## config.mk

```make
export PLATFORM = sky130hd
export DESIGN_NAME = drgc_gate_control
export DESIGN_NICKNAME = d
export VERILOG_FILES = /design/src/shared/drgc_pkg.sv /design/src/rtl/drgc_gate_control.sv /design/src/rtl/drgc_pulse_select.sv /design/src/rtl/drgc_window_qual.sv
export VERILOG_INCLUDE_DIRS = /design/src /design/src/shared
export SDC_FILE = /design/constraint.sdc
export NUM_CORES = 1
export LEC_CHECK = 0
export ABC_AREA = 1
export BUFFER_PORTS_ARGS = -buffer_cell sky130_fd_sc_hd__buf_2
export CORE_ASPECT_RATIO = 0.9
export CORE_MARGIN = 2
export CORE_UTILIZATION = 25
export CTS_BUF_LIST = sky130_fd_sc_hd__clkbuf_8
export CTS_CLUSTER_DIAMETER = 50
export DETAILED_ROUTE_END_ITERATION = 6
export GPL_ROUTABILITY_DRIVEN = 0
export HOLD_SLACK_MARGIN = 0.05
export PLACE_DENSITY_LB_ADDON = 0.05
export SETUP_SLACK_MARGIN = 0.5
export SLEW_MARGIN = 5
export SYNTH_ARGS = -nofsm -noshare
export SYNTH_HDL_FRONTEND = slang
export SYNTH_HIERARCHICAL = 1
export SYNTH_SLANG_ARGS = --single-unit
```

## constraint.sdc

```tcl
create_clock -name clk -period 1.6 [get_ports clk]
set_input_delay 0.32 -clock clk [delete_from_list [all_inputs] [get_ports clk]]
set_output_delay 0.32 -clock clk [all_outputs]
set_load 0.01 [all_outputs]
```

## src/shared/drgc_defs.svh

```systemverilog
// Offsets, field positions, reset values and timing counts of the read-in gate control
`ifndef DRGC_DEFS_SVH
`define DRGC_DEFS_SVH

// Register byte offsets
`define DRGC_CTRL_OFS       4'h0
`define DRGC_STATUS_OFS     4'h4
`define DRGC_CAPT_OFS       4'h8

// Control register fields
`define DRGC_MODE_LSB       0
`define DRGC_MODE_MSB       1
`define DRGC_POL_BIT        2
`define DRGC_XSEL_LSB       3
`define DRGC_XSEL_MSB       5

// Status register fields
`define DRGC_STAT_EN_BIT    0
`define DRGC_STAT_EARLY_BIT 1
`define DRGC_STAT_LATE_BIT  2
`define DRGC_STAT_CMP_BIT   3

// Reset values
`define DRGC_MODE_RESET     2'h0
`define DRGC_POL_RESET      1'h0
`define DRGC_XSEL_RESET     3'h0
`define DRGC_CAPT_RESET     16'h0000

// Transition selection code for all transitions
`define DRGC_XSEL_ALL       3'h0

// Time base: timing pulses per bit and first count of the upper half
`define DRGC_COUNTS_PER_BIT 128
`define DRGC_COUNT_W        7
`define DRGC_HALF_COUNT     7'h40
`define DRGC_HALF_LAST      7'h3f

`endif

```

## src/shared/drgc_pkg.sv

```systemverilog
// Types shared by the read-in gate control modules
package drgc_pkg;

    typedef enum logic [1:0]
    {
        drgc_average,
        drgc_total_peak,
        drgc_early_peak,
        drgc_late_peak
    } drgc_mode_t;

    typedef enum logic
    {
        drgc_mark_to_space,
        drgc_space_to_mark
    } drgc_pol_t;

    typedef enum logic [1:0]
    {
        drgc_reg_ctrl,
        drgc_reg_status,
        drgc_reg_capt,
        drgc_reg_none
    } drgc_reg_t;

endpackage

```

## src/rtl/drgc_gate_control.sv

```systemverilog
// Read-in enable gate for the distortion analyzer with Avalon-MM control registers
`timescale 1ns/100ps
`default_nettype none
`include "drgc_defs.svh"

module drgc_gate_control
(
    // Clock and reset
    input  wire logic                      clk,
    input  wire logic                      srst,
    // Avalon-MM slave
    input  wire logic [3:0]                avs_address,
    input  wire logic                      avs_read,
    input  wire logic                      avs_write,
    input  wire logic [31:0]               avs_writedata,
    input  wire logic [3:0]                avs_byteenable,
    output logic      [31:0]               avs_readdata,
    output logic                           avs_waitrequest,
    // Time base, baud distributor, sampler and comparator
    input  wire logic [`DRGC_COUNT_W-1:0]  time_base_count,
    input  wire logic                      char_sync_exclusion,
    input  wire logic                      transition_window_in,
    input  wire logic                      mark_to_space_pulse,
    input  wire logic                      space_to_mark_pulse,
    input  wire logic                      store_below_count,
    // Storage register and early/late logic
    output logic                           capture_enable,
    output logic                           readin_enable_gate_n,
    output logic                           early_selection_gate,
    output logic                           late_selection_gate,
    // Configuration toward sampler and baud distributor
    output logic      [1:0]                measure_type_select,
    output logic                           polarity_select,
    output logic      [2:0]                transition_number_select
);

    drgc_pkg::drgc_mode_t mode;
    drgc_pkg::drgc_pol_t  polarity;
    logic                 count_half_select_bit;
    logic                 early_window_qualifier;
    logic                 late_window_qualifier;
    logic                 selected_transition_window;
    logic                 comparison_qualifier;
    logic                 sampled_transition_pulse;
    logic                 qual_all;
    logic                 next_capture_enable;
    logic                 next_readin_enable_gate_n;
    logic                 next_early_selection_gate;
    logic                 next_late_selection_gate;
    logic [31:0]          next_avs_readdata;
    logic                 next_avs_waitrequest;
    logic [1:0]           next_measure_type_select;
    logic                 next_polarity_select;
    logic [2:0]           next_transition_number_select;
    logic [15:0]          capt_count;
    logic [15:0]          next_capt_count;
    logic [31:0]          status_word;
    drgc_pkg::drgc_reg_t  sel;

    assign mode     = drgc_pkg::drgc_mode_t'(measure_type_select);
    assign polarity = drgc_pkg::drgc_pol_t'(polarity_select);

    // Count spans 0 to COUNTS_PER_BIT-1; top bit splits the bit in halves
    assign count_half_select_bit = (time_base_count < `DRGC_HALF_COUNT);

    drgc_window_qual u_window_qual
    (
        .mode                   (mode),
        .count_half_select_bit  (count_half_select_bit),
        .early_window_qualifier (early_window_qualifier),
        .late_window_qualifier  (late_window_qualifier)
    );

    drgc_pulse_select u_pulse_select
    (
        .mode                     (mode),
        .polarity                 (polarity),
        .mark_to_space_pulse      (mark_to_space_pulse),
        .space_to_mark_pulse      (space_to_mark_pulse),
        .sampled_transition_pulse (sampled_transition_pulse)
    );

    assign selected_transition_window = (transition_number_select == `DRGC_XSEL_ALL)
                                        | transition_window_in;
    assign comparison_qualifier = (mode == drgc_pkg::drgc_average) | store_below_count;

    // Six-input coincidence gate
    assign qual_all = early_window_qualifier
                    & late_window_qualifier
                    & char_sync_exclusion
                    & selected_transition_window
                    & sampled_transition_pulse
                    & comparison_qualifier;

    function automatic drgc_pkg::drgc_reg_t reg_sel(input logic [3:0] addr);
        case (addr)
            `DRGC_CTRL_OFS:   reg_sel = drgc_pkg::drgc_reg_ctrl;
            `DRGC_STATUS_OFS: reg_sel = drgc_pkg::drgc_reg_status;
            `DRGC_CAPT_OFS:   reg_sel = drgc_pkg::drgc_reg_capt;
            default:          reg_sel = drgc_pkg::drgc_reg_none;
        endcase
    endfunction

    assign sel = reg_sel(avs_address);

    always_comb
    begin
        status_word = 32'h0000_0000;
        status_word[`DRGC_STAT_EN_BIT]    = capture_enable;
        status_word[`DRGC_STAT_EARLY_BIT] = early_window_qualifier;
        status_word[`DRGC_STAT_LATE_BIT]  = late_window_qualifier;
        status_word[`DRGC_STAT_CMP_BIT]   = comparison_qualifier;
    end

    // Gate outputs: registered one clock after the qualifiers line up
    always_comb
    begin
        next_capture_enable       = qual_all;
        next_readin_enable_gate_n = !qual_all;
        next_early_selection_gate = qual_all & !count_half_select_bit;
        next_late_selection_gate  = qual_all & count_half_select_bit;
    end

    always_ff @(posedge clk)
    begin
        if (srst)
        begin
            capture_enable       <= 1'b0;
            readin_enable_gate_n <= 1'b1;
            early_selection_gate <= 1'b0;
            late_selection_gate  <= 1'b0;
        end
        else
        begin
            capture_enable       <= next_capture_enable;
            readin_enable_gate_n <= next_readin_enable_gate_n;
            early_selection_gate <= next_early_selection_gate;
            late_selection_gate  <= next_late_selection_gate;
        end
    end

    // Bus slave: every access answers on the second edge after it is raised
    always_comb
    begin
        next_avs_waitrequest          = 1'b1;
        next_avs_readdata             = avs_readdata;
        next_measure_type_select      = measure_type_select;
        next_polarity_select          = polarity_select;
        next_transition_number_select = transition_number_select;
        next_capt_count               = capt_count;
        if ((avs_read | avs_write) && avs_waitrequest)
        begin
            next_avs_waitrequest = 1'b0;
        end
        if (avs_read && avs_waitrequest)
        begin
            unique case (sel)
                drgc_pkg::drgc_reg_ctrl:
                begin
                    next_avs_readdata = {26'h0000000, transition_number_select,
                                         polarity_select, measure_type_select};
                end
                drgc_pkg::drgc_reg_status: next_avs_readdata = status_word;
                drgc_pkg::drgc_reg_capt:   next_avs_readdata = {16'h0000, capt_count};
                drgc_pkg::drgc_reg_none:   next_avs_readdata = 32'h0000_0000;
            endcase
        end
        if (avs_write && !avs_waitrequest && avs_byteenable[0])
        begin
            // Mode is meant to be set while idle; a change mid-character spoils one reading
            if (sel == drgc_pkg::drgc_reg_ctrl)
            begin
                next_measure_type_select      = avs_writedata[`DRGC_MODE_MSB:`DRGC_MODE_LSB];
                next_polarity_select          = avs_writedata[`DRGC_POL_BIT];
                next_transition_number_select = avs_writedata[`DRGC_XSEL_MSB:`DRGC_XSEL_LSB];
            end
            if (sel == drgc_pkg::drgc_reg_capt)
            begin
                next_capt_count = `DRGC_CAPT_RESET;
            end
        end
        // An enable in the clearing cycle still counts
        if (capture_enable)
        begin
            next_capt_count = next_capt_count + 16'h0001;
        end
    end

    always_ff @(posedge clk)
    begin
        if (srst)
        begin
            avs_waitrequest          <= 1'b1;
            avs_readdata             <= 32'h0000_0000;
            measure_type_select      <= `DRGC_MODE_RESET;
            polarity_select          <= `DRGC_POL_RESET;
            transition_number_select <= `DRGC_XSEL_RESET;
            capt_count               <= `DRGC_CAPT_RESET;
        end
        else
        begin
            avs_waitrequest          <= next_avs_waitrequest;
            avs_readdata             <= next_avs_readdata;
            measure_type_select      <= next_measure_type_select;
            polarity_select          <= next_polarity_select;
            transition_number_select <= next_transition_number_select;
            capt_count               <= next_capt_count;
        end
    end
endmodule

`default_nettype wire

```

## src/rtl/drgc_pulse_select.sv

```systemverilog
// Selects the sampled-transition pulse by mode and polarity
`timescale 1ns/100ps
`default_nettype none

module drgc_pulse_select
(
    // Configuration
    input  var  drgc_pkg::drgc_mode_t mode,
    input  var  drgc_pkg::drgc_pol_t  polarity,
    // Synchronised transition pulses
    input  wire logic                 mark_to_space_pulse,
    input  wire logic                 space_to_mark_pulse,
    // Result
    output logic                      sampled_transition_pulse
);

    always_comb
    begin
        if (mode == drgc_pkg::drgc_total_peak)
        begin
            sampled_transition_pulse = mark_to_space_pulse | space_to_mark_pulse;
        end
        else if (polarity == drgc_pkg::drgc_space_to_mark)
        begin
            sampled_transition_pulse = space_to_mark_pulse;
        end
        else
        begin
            sampled_transition_pulse = mark_to_space_pulse;
        end
    end

endmodule

`default_nettype wire

```

## src/rtl/drgc_window_qual.sv

```systemverilog
// Early and late window qualifiers from measurement mode and count half
`timescale 1ns/100ps
`default_nettype none

module drgc_window_qual
(
    // Configuration and time base
    input  var  drgc_pkg::drgc_mode_t mode,
    input  wire logic                 count_half_select_bit,
    // Qualifiers
    output logic                      early_window_qualifier,
    output logic                      late_window_qualifier
);

    always_comb
    begin
        early_window_qualifier = 1'b1;
        late_window_qualifier  = 1'b1;
        unique case (mode)
            drgc_pkg::drgc_average,
            drgc_pkg::drgc_total_peak:
            begin
                early_window_qualifier = 1'b1;
                late_window_qualifier  = 1'b1;
            end
            drgc_pkg::drgc_early_peak:
            begin
                // Pass only in the half bit before the ideal transition
                early_window_qualifier = !count_half_select_bit;
                late_window_qualifier  = 1'b1;
            end
            drgc_pkg::drgc_late_peak:
            begin
                early_window_qualifier = 1'b1;
                late_window_qualifier  = count_half_select_bit;
            end
        endcase
    end

endmodule

`default_nettype wire

```

# After elaboration in Yosys (flattened, before gate mapping)
# Cells that the tools add are included.
# classes
magnitude_cmp	1
n_reduce_logical	14
muxes	10
add_sub_neg	1
eq_ne	8
n_bitwise	11
# ops
cell	count
one-hot mux 32 bit (4 select lines)	1
two-way mux 16 bit	3
adder 16 x 1 -> 16 bit, second input constant	1
equality test 2 bit, second input constant	4
AND 1 bit	7
less-than comparator 7 bit, second input constant	1
one-hot mux 2 bit (3 select lines)	1
OR reduction 3 bit	2
equality test 2 x 1 -> 1 bit, second input constant	2
equality test 4 x 3 -> 1 bit, second input constant	1
equality test 4 bit, second input constant	1
logical AND 1 bit	4
zero test 2 bit	2
zero test 4 bit	1
OR 1 bit	4
one-hot mux 1 bit (2 select lines)	2
zero test 1 bit	3
zero test 3 bit	1
two-way mux 1 bit	3
AND reduction 2 bit	1
# word_totals
regBits	59
word_cells	55
inputBits	56
output_inout_bits	43

# Logic depth before layout (Yosys ltp)
# depth
ltp_word	9
depth_mapped	14
mapped_depth_nobuf	14

# Hierarchy
# Netlist, hierarchy kept.
# by_module_without_submodules
module	cells_per_inst	instances	area_per_inst_um2	seq_area_each_um2
drgc_gate_control	285	1	2057.0	860.8
drgc_pulse_select	11	1	43.8	0.0
drgc_window_qual	4	1	17.5	0.0

# Worst setup path before layout
# OpenSTA, ideal clock, no wires.
# synth_path
path_type	reg2reg
from	register avs_waitrequest
to	register capt_count[14]
stages_incl_launch_ff	13
arrival_time_ns	1.650
path_slack_ns	-0.113
path_buffers	0
setup_time_ns	0.064
t_required_ns	1.536
synth_period_minus_slack_ns	1.713
cell_sequence	dfxtp_1 nand3b_1 nor2_4 nor2_1 ha_1 nand2_1 inv_1 nand4_1 nor2_1 nand3_1 nand2_1 inv_1 nor2_1
# synth_between
elab_chain_len	6
# synth_lines
element	line	source
start: declaration	drgc_gate_control.sv:18	output logic avs_waitrequest,
start signal: assignment	drgc_gate_control.sv:202	avs_waitrequest <= next_avs_waitrequest;
zero test 1 bit *	drgc_gate_control.sv:168	if (avs_write && !avs_waitrequest && avs_byteenable[0])
logical AND 1 bit * (2 in a row)	drgc_gate_control.sv:168	
two-way mux 16 bit *	drgc_gate_control.sv:168	
adder 16 x 1 -> 16 bit	drgc_gate_control.sv:185	next_capt_count = next_capt_count + 16'h0001;
two-way mux 16 bit *	drgc_gate_control.sv:183	if (capture_enable)
end signal: assignment	drgc_gate_control.sv:198	capt_count <= `DRGC_CAPT_RESET;
end signal: assignment	drgc_gate_control.sv:207	capt_count <= next_capt_count;
end: declaration	drgc_gate_control.sv:55	logic [15:0] capt_count;
# Mark *: on every way between the ends. The rest lies on a longest branch, timed or not.
# A chain may end at the register's enable or synchronous reset.

# Worst setup path after layout
# layout_path
from	register avs_waitrequest
to	register capt_count[4]
# Same word-level chain as after synthesis.

==> metrics <==
run status=complete, but fails checks; failing checks=negative setup slack; Fmax=0.617 GHz; RSZ-0062 raised after global routing=true; Ant. Diodes=0; area of the mapped netlist=0.00212 sq mm; WL/cell=12.9 um; DR vias=2,232; PwrDens=616 mW/mm^2; Worst Skew=10.5 ps; hold_ws=174 ps; Synth Instances=300; Synth Register Bits=43; row count=31; register area share after synthesis=40.6%; crit path capture type=flip-flop; global-route usage over all layers=14.4%; Post-synth EDFFs=0; Hold Crit Class=input port to flip-flop; Final WS setup=-21.2 ps; vias in the first global route=2,118; fillcell total=827; clk buf depth=2; dpl hpwl=4.25 mm; area of the core=0.00815 sq mm; clock sink total=43; Vert. Die Dim=91.3 um; clk_lat worst skew=300 ps; Starting Density=26.0%; Synth area leaders=dfxtp_1, nand2_1, o21ai_0; clk slew on worst S/H paths=90 ps; Avg Cell Area, Syn=7.06 sq um; global-route wire length before repair=10.5 mm; max cap viols=0; DIE WIDTH=101 um; TritonCTS clock tree=done; # DRC=0; WS Path Type=flip-flop to flip-flop; leakage power=0.00160 uW; Port Buffers=47; Synth-to-Final Area Change=75.8%; biggest cell delay along the critical path=340 ps; clock tree root buffer cell=clkbuf_8; Pre-antenna DRT Iters=4; largest net degree at the start of global routing=39; H-tree level count=2; Die ar.=0.00923 sq mm; crit path cell chain=nand3b_1 > nor2_4 > nor2_4 > ha_4 > nand2_4 > inv_4 > buf_4 > nand2_4 > nor2_4 > a21oi_2 > o21a_1; post-layout instance area=0.00372 sq mm; CP bufs+invs=2; fraction of layout cells with a size suffix above 1=56.9%; Final Power=2290 uW; Vias/cell=4.40; Most used DFF post-synth=dfxtp_1; fin crit share=101%; Final Hold Vio Count=0; Final #Nets=464; warnings from Yosys=6; DR iter-0 viols=54; area leader, netlist=dfxtp_1; IO Pins=99; Synth top area share=40.6%; Max Fanout on Critical Path=4; antenna viol nets, final=0; CP delay by family, top=simple AND/OR/NAND/NOR gates; Peak supply drop=271 uV; Post-DP Area=0.00266 sq mm; CTS Hold Buffers Added=0; WP data arrival=1880 ps; ys async rst share=0%; Slew Limit Fails=0; Synth cell types=28; Slowest cell on crit path=dfxtp_4; cts bufs inserted=5; antenna violations before repair=0; total gr overflow=0; Critical Path Start Type=flip-flop; final worst path period need=1620 ps; WP data required=1860 ps; endpoints failing setup=1; Total Routed Length=6.52 mm; Crit path top cell by count=nor2_4; setup TNS=-21.2 ps
-- layout make-up --
type                            instances  area, sq um  area share (%)
Clock buffer                            5         68.8            1.85
Clock inverter                          3         23.8           0.638
Inverter                               34          139            3.73
Multi-Input combinational cell        212         1400            37.6
Sequential cell                        43          903            24.3
Tap cell                               99          124            3.33
Timing Repair Buffer                  110         1060            28.4
Timing Repair inverter                  1         7.51           0.202
-- report_power, final --
part	total, uW	internal [uW]	leakage, uW	switching, uW
combinational	429	227	0.00120	202
clock	732	313	0.0000408	420
sequential	1130	1110	0.000361	26.4
total	2290	1650	0.00160	648
-- worst paths after layout --
kind	start	cells after the start	endpoint	slack [ps]
worst min register to register	capt_count[15]	2	avs_readdata[15]	470
worst max register to register	avs_waitrequest	11	capt_count[4]	-20
worst min-delay path	time_base_count[6]	2	late_selection_gate	170
worst max-delay path	avs_waitrequest	11	capt_count[4]	-20
-- sequential cells by signal (all words and copies together) (netlist names) --
name / flops
measure_type_select: 2
avs_readdata: 16
capture_enable: 1
readin_enable_gate_n: 1
transition_number_select: 3
early_selection_gate: 1
avs_waitrequest: 1
late_selection_gate: 1
polarity_select: 1
capt_count: 16
-- cell usage in the layout, fill, tap and decap left out, types with 2 or more instances in the layout --
master / count
buf_6: 42
nand2_1: 40
buf_4: 36
nor2_1: 28
buf_2: 23
inv_1: 19
dfxtp_2: 19
dfxtp_1: 19
o21ai_2: 18
a21oi_1: 16
conb_1: 16
nor2_4: 15
inv_2: 12
a21oi_2: 9
o21ai_1: 9
nand3_1: 7
nand3_2: 7
nand2_4: 6
o211ai_1: 6
nand2_2: 5
nand4_1: 5
dfxtp_4: 5
clkbuf_8: 5
buf_12: 5
nor2_2: 4
clkinvlp_4: 4
nand3_4: 3
buf_16: 3
nor3_4: 2
o21ai_0: 2
inv_6: 2
o221ai_1: 2
or2_0: 2
-- stage by stage --
stage               setup WS [ps]  instances  utilization, %
finish                      -21.2        507            45.7
global route                 -117        507            45.7
CTS                         -10.6        493            41.7
detailed placement           -113        459            32.6
global placement             -113        459            32.6
floorplan                    30.2        315               -
-- Yosys cell counts, types with 2 or more instances --
cell       n
or2_0      2
nor2_2     6
nand4_1    5
nand2_1   50
o221ai_1   2
dfxtp_1   43
a31oi_1    2
nor2_1    38
o21ai_0   29
clkbuf_1   8
nand3_1   16
a21oi_1   25
nor2_4     3
nand2_2    2
inv_1     33
buf_4     17
nor3_1     3
o211ai_1   6
-- worst register-to-register path, stage by stage, from the launching register on --
cell,delay [ps]
dfxtp_4,340
nand3b_1,220
nor2_4,210
nor2_4,70
ha_4,160
nand2_4,70
inv_4,40
buf_4,130
nand2_4,80
nor2_4,40
a21oi_2,120
o21a_1,110
-- routing by layer --
metal,track usage (%),vias to the layer above,share of wire [%]
met5,0,-,0
met1,20.1,1011,49
met4,3.72,0,0.94
li1,-,1163,-
met2,22.8,53,46
met3,2.85,5,4.6
-- cells by family (layout without fill, tap and decap cells) --
group	after synthesis	in the layout	share of synthesized area, %
other	1	16	0.177
AOI/OAI and AO/OA	66	66	17.0
and+or+nand+nor	129	129	27.6
buffers and inverters	60	153	14.0
DFF	43	43	40.6
adders and majority gates	1	1	0.591
-- what timing repair did --
| item | 4_1_cts | 5_1_grt |
|---|---|---|
| pin swaps | 27 | 32 |
| buffers inserted | 22 | 14 |
| cloned | 4 | 0 |
| gates resized for setup | 120 | 56 |
| endpoints found under the setup margin | 55 | 66 |
(Power assumes the default switching activity.)
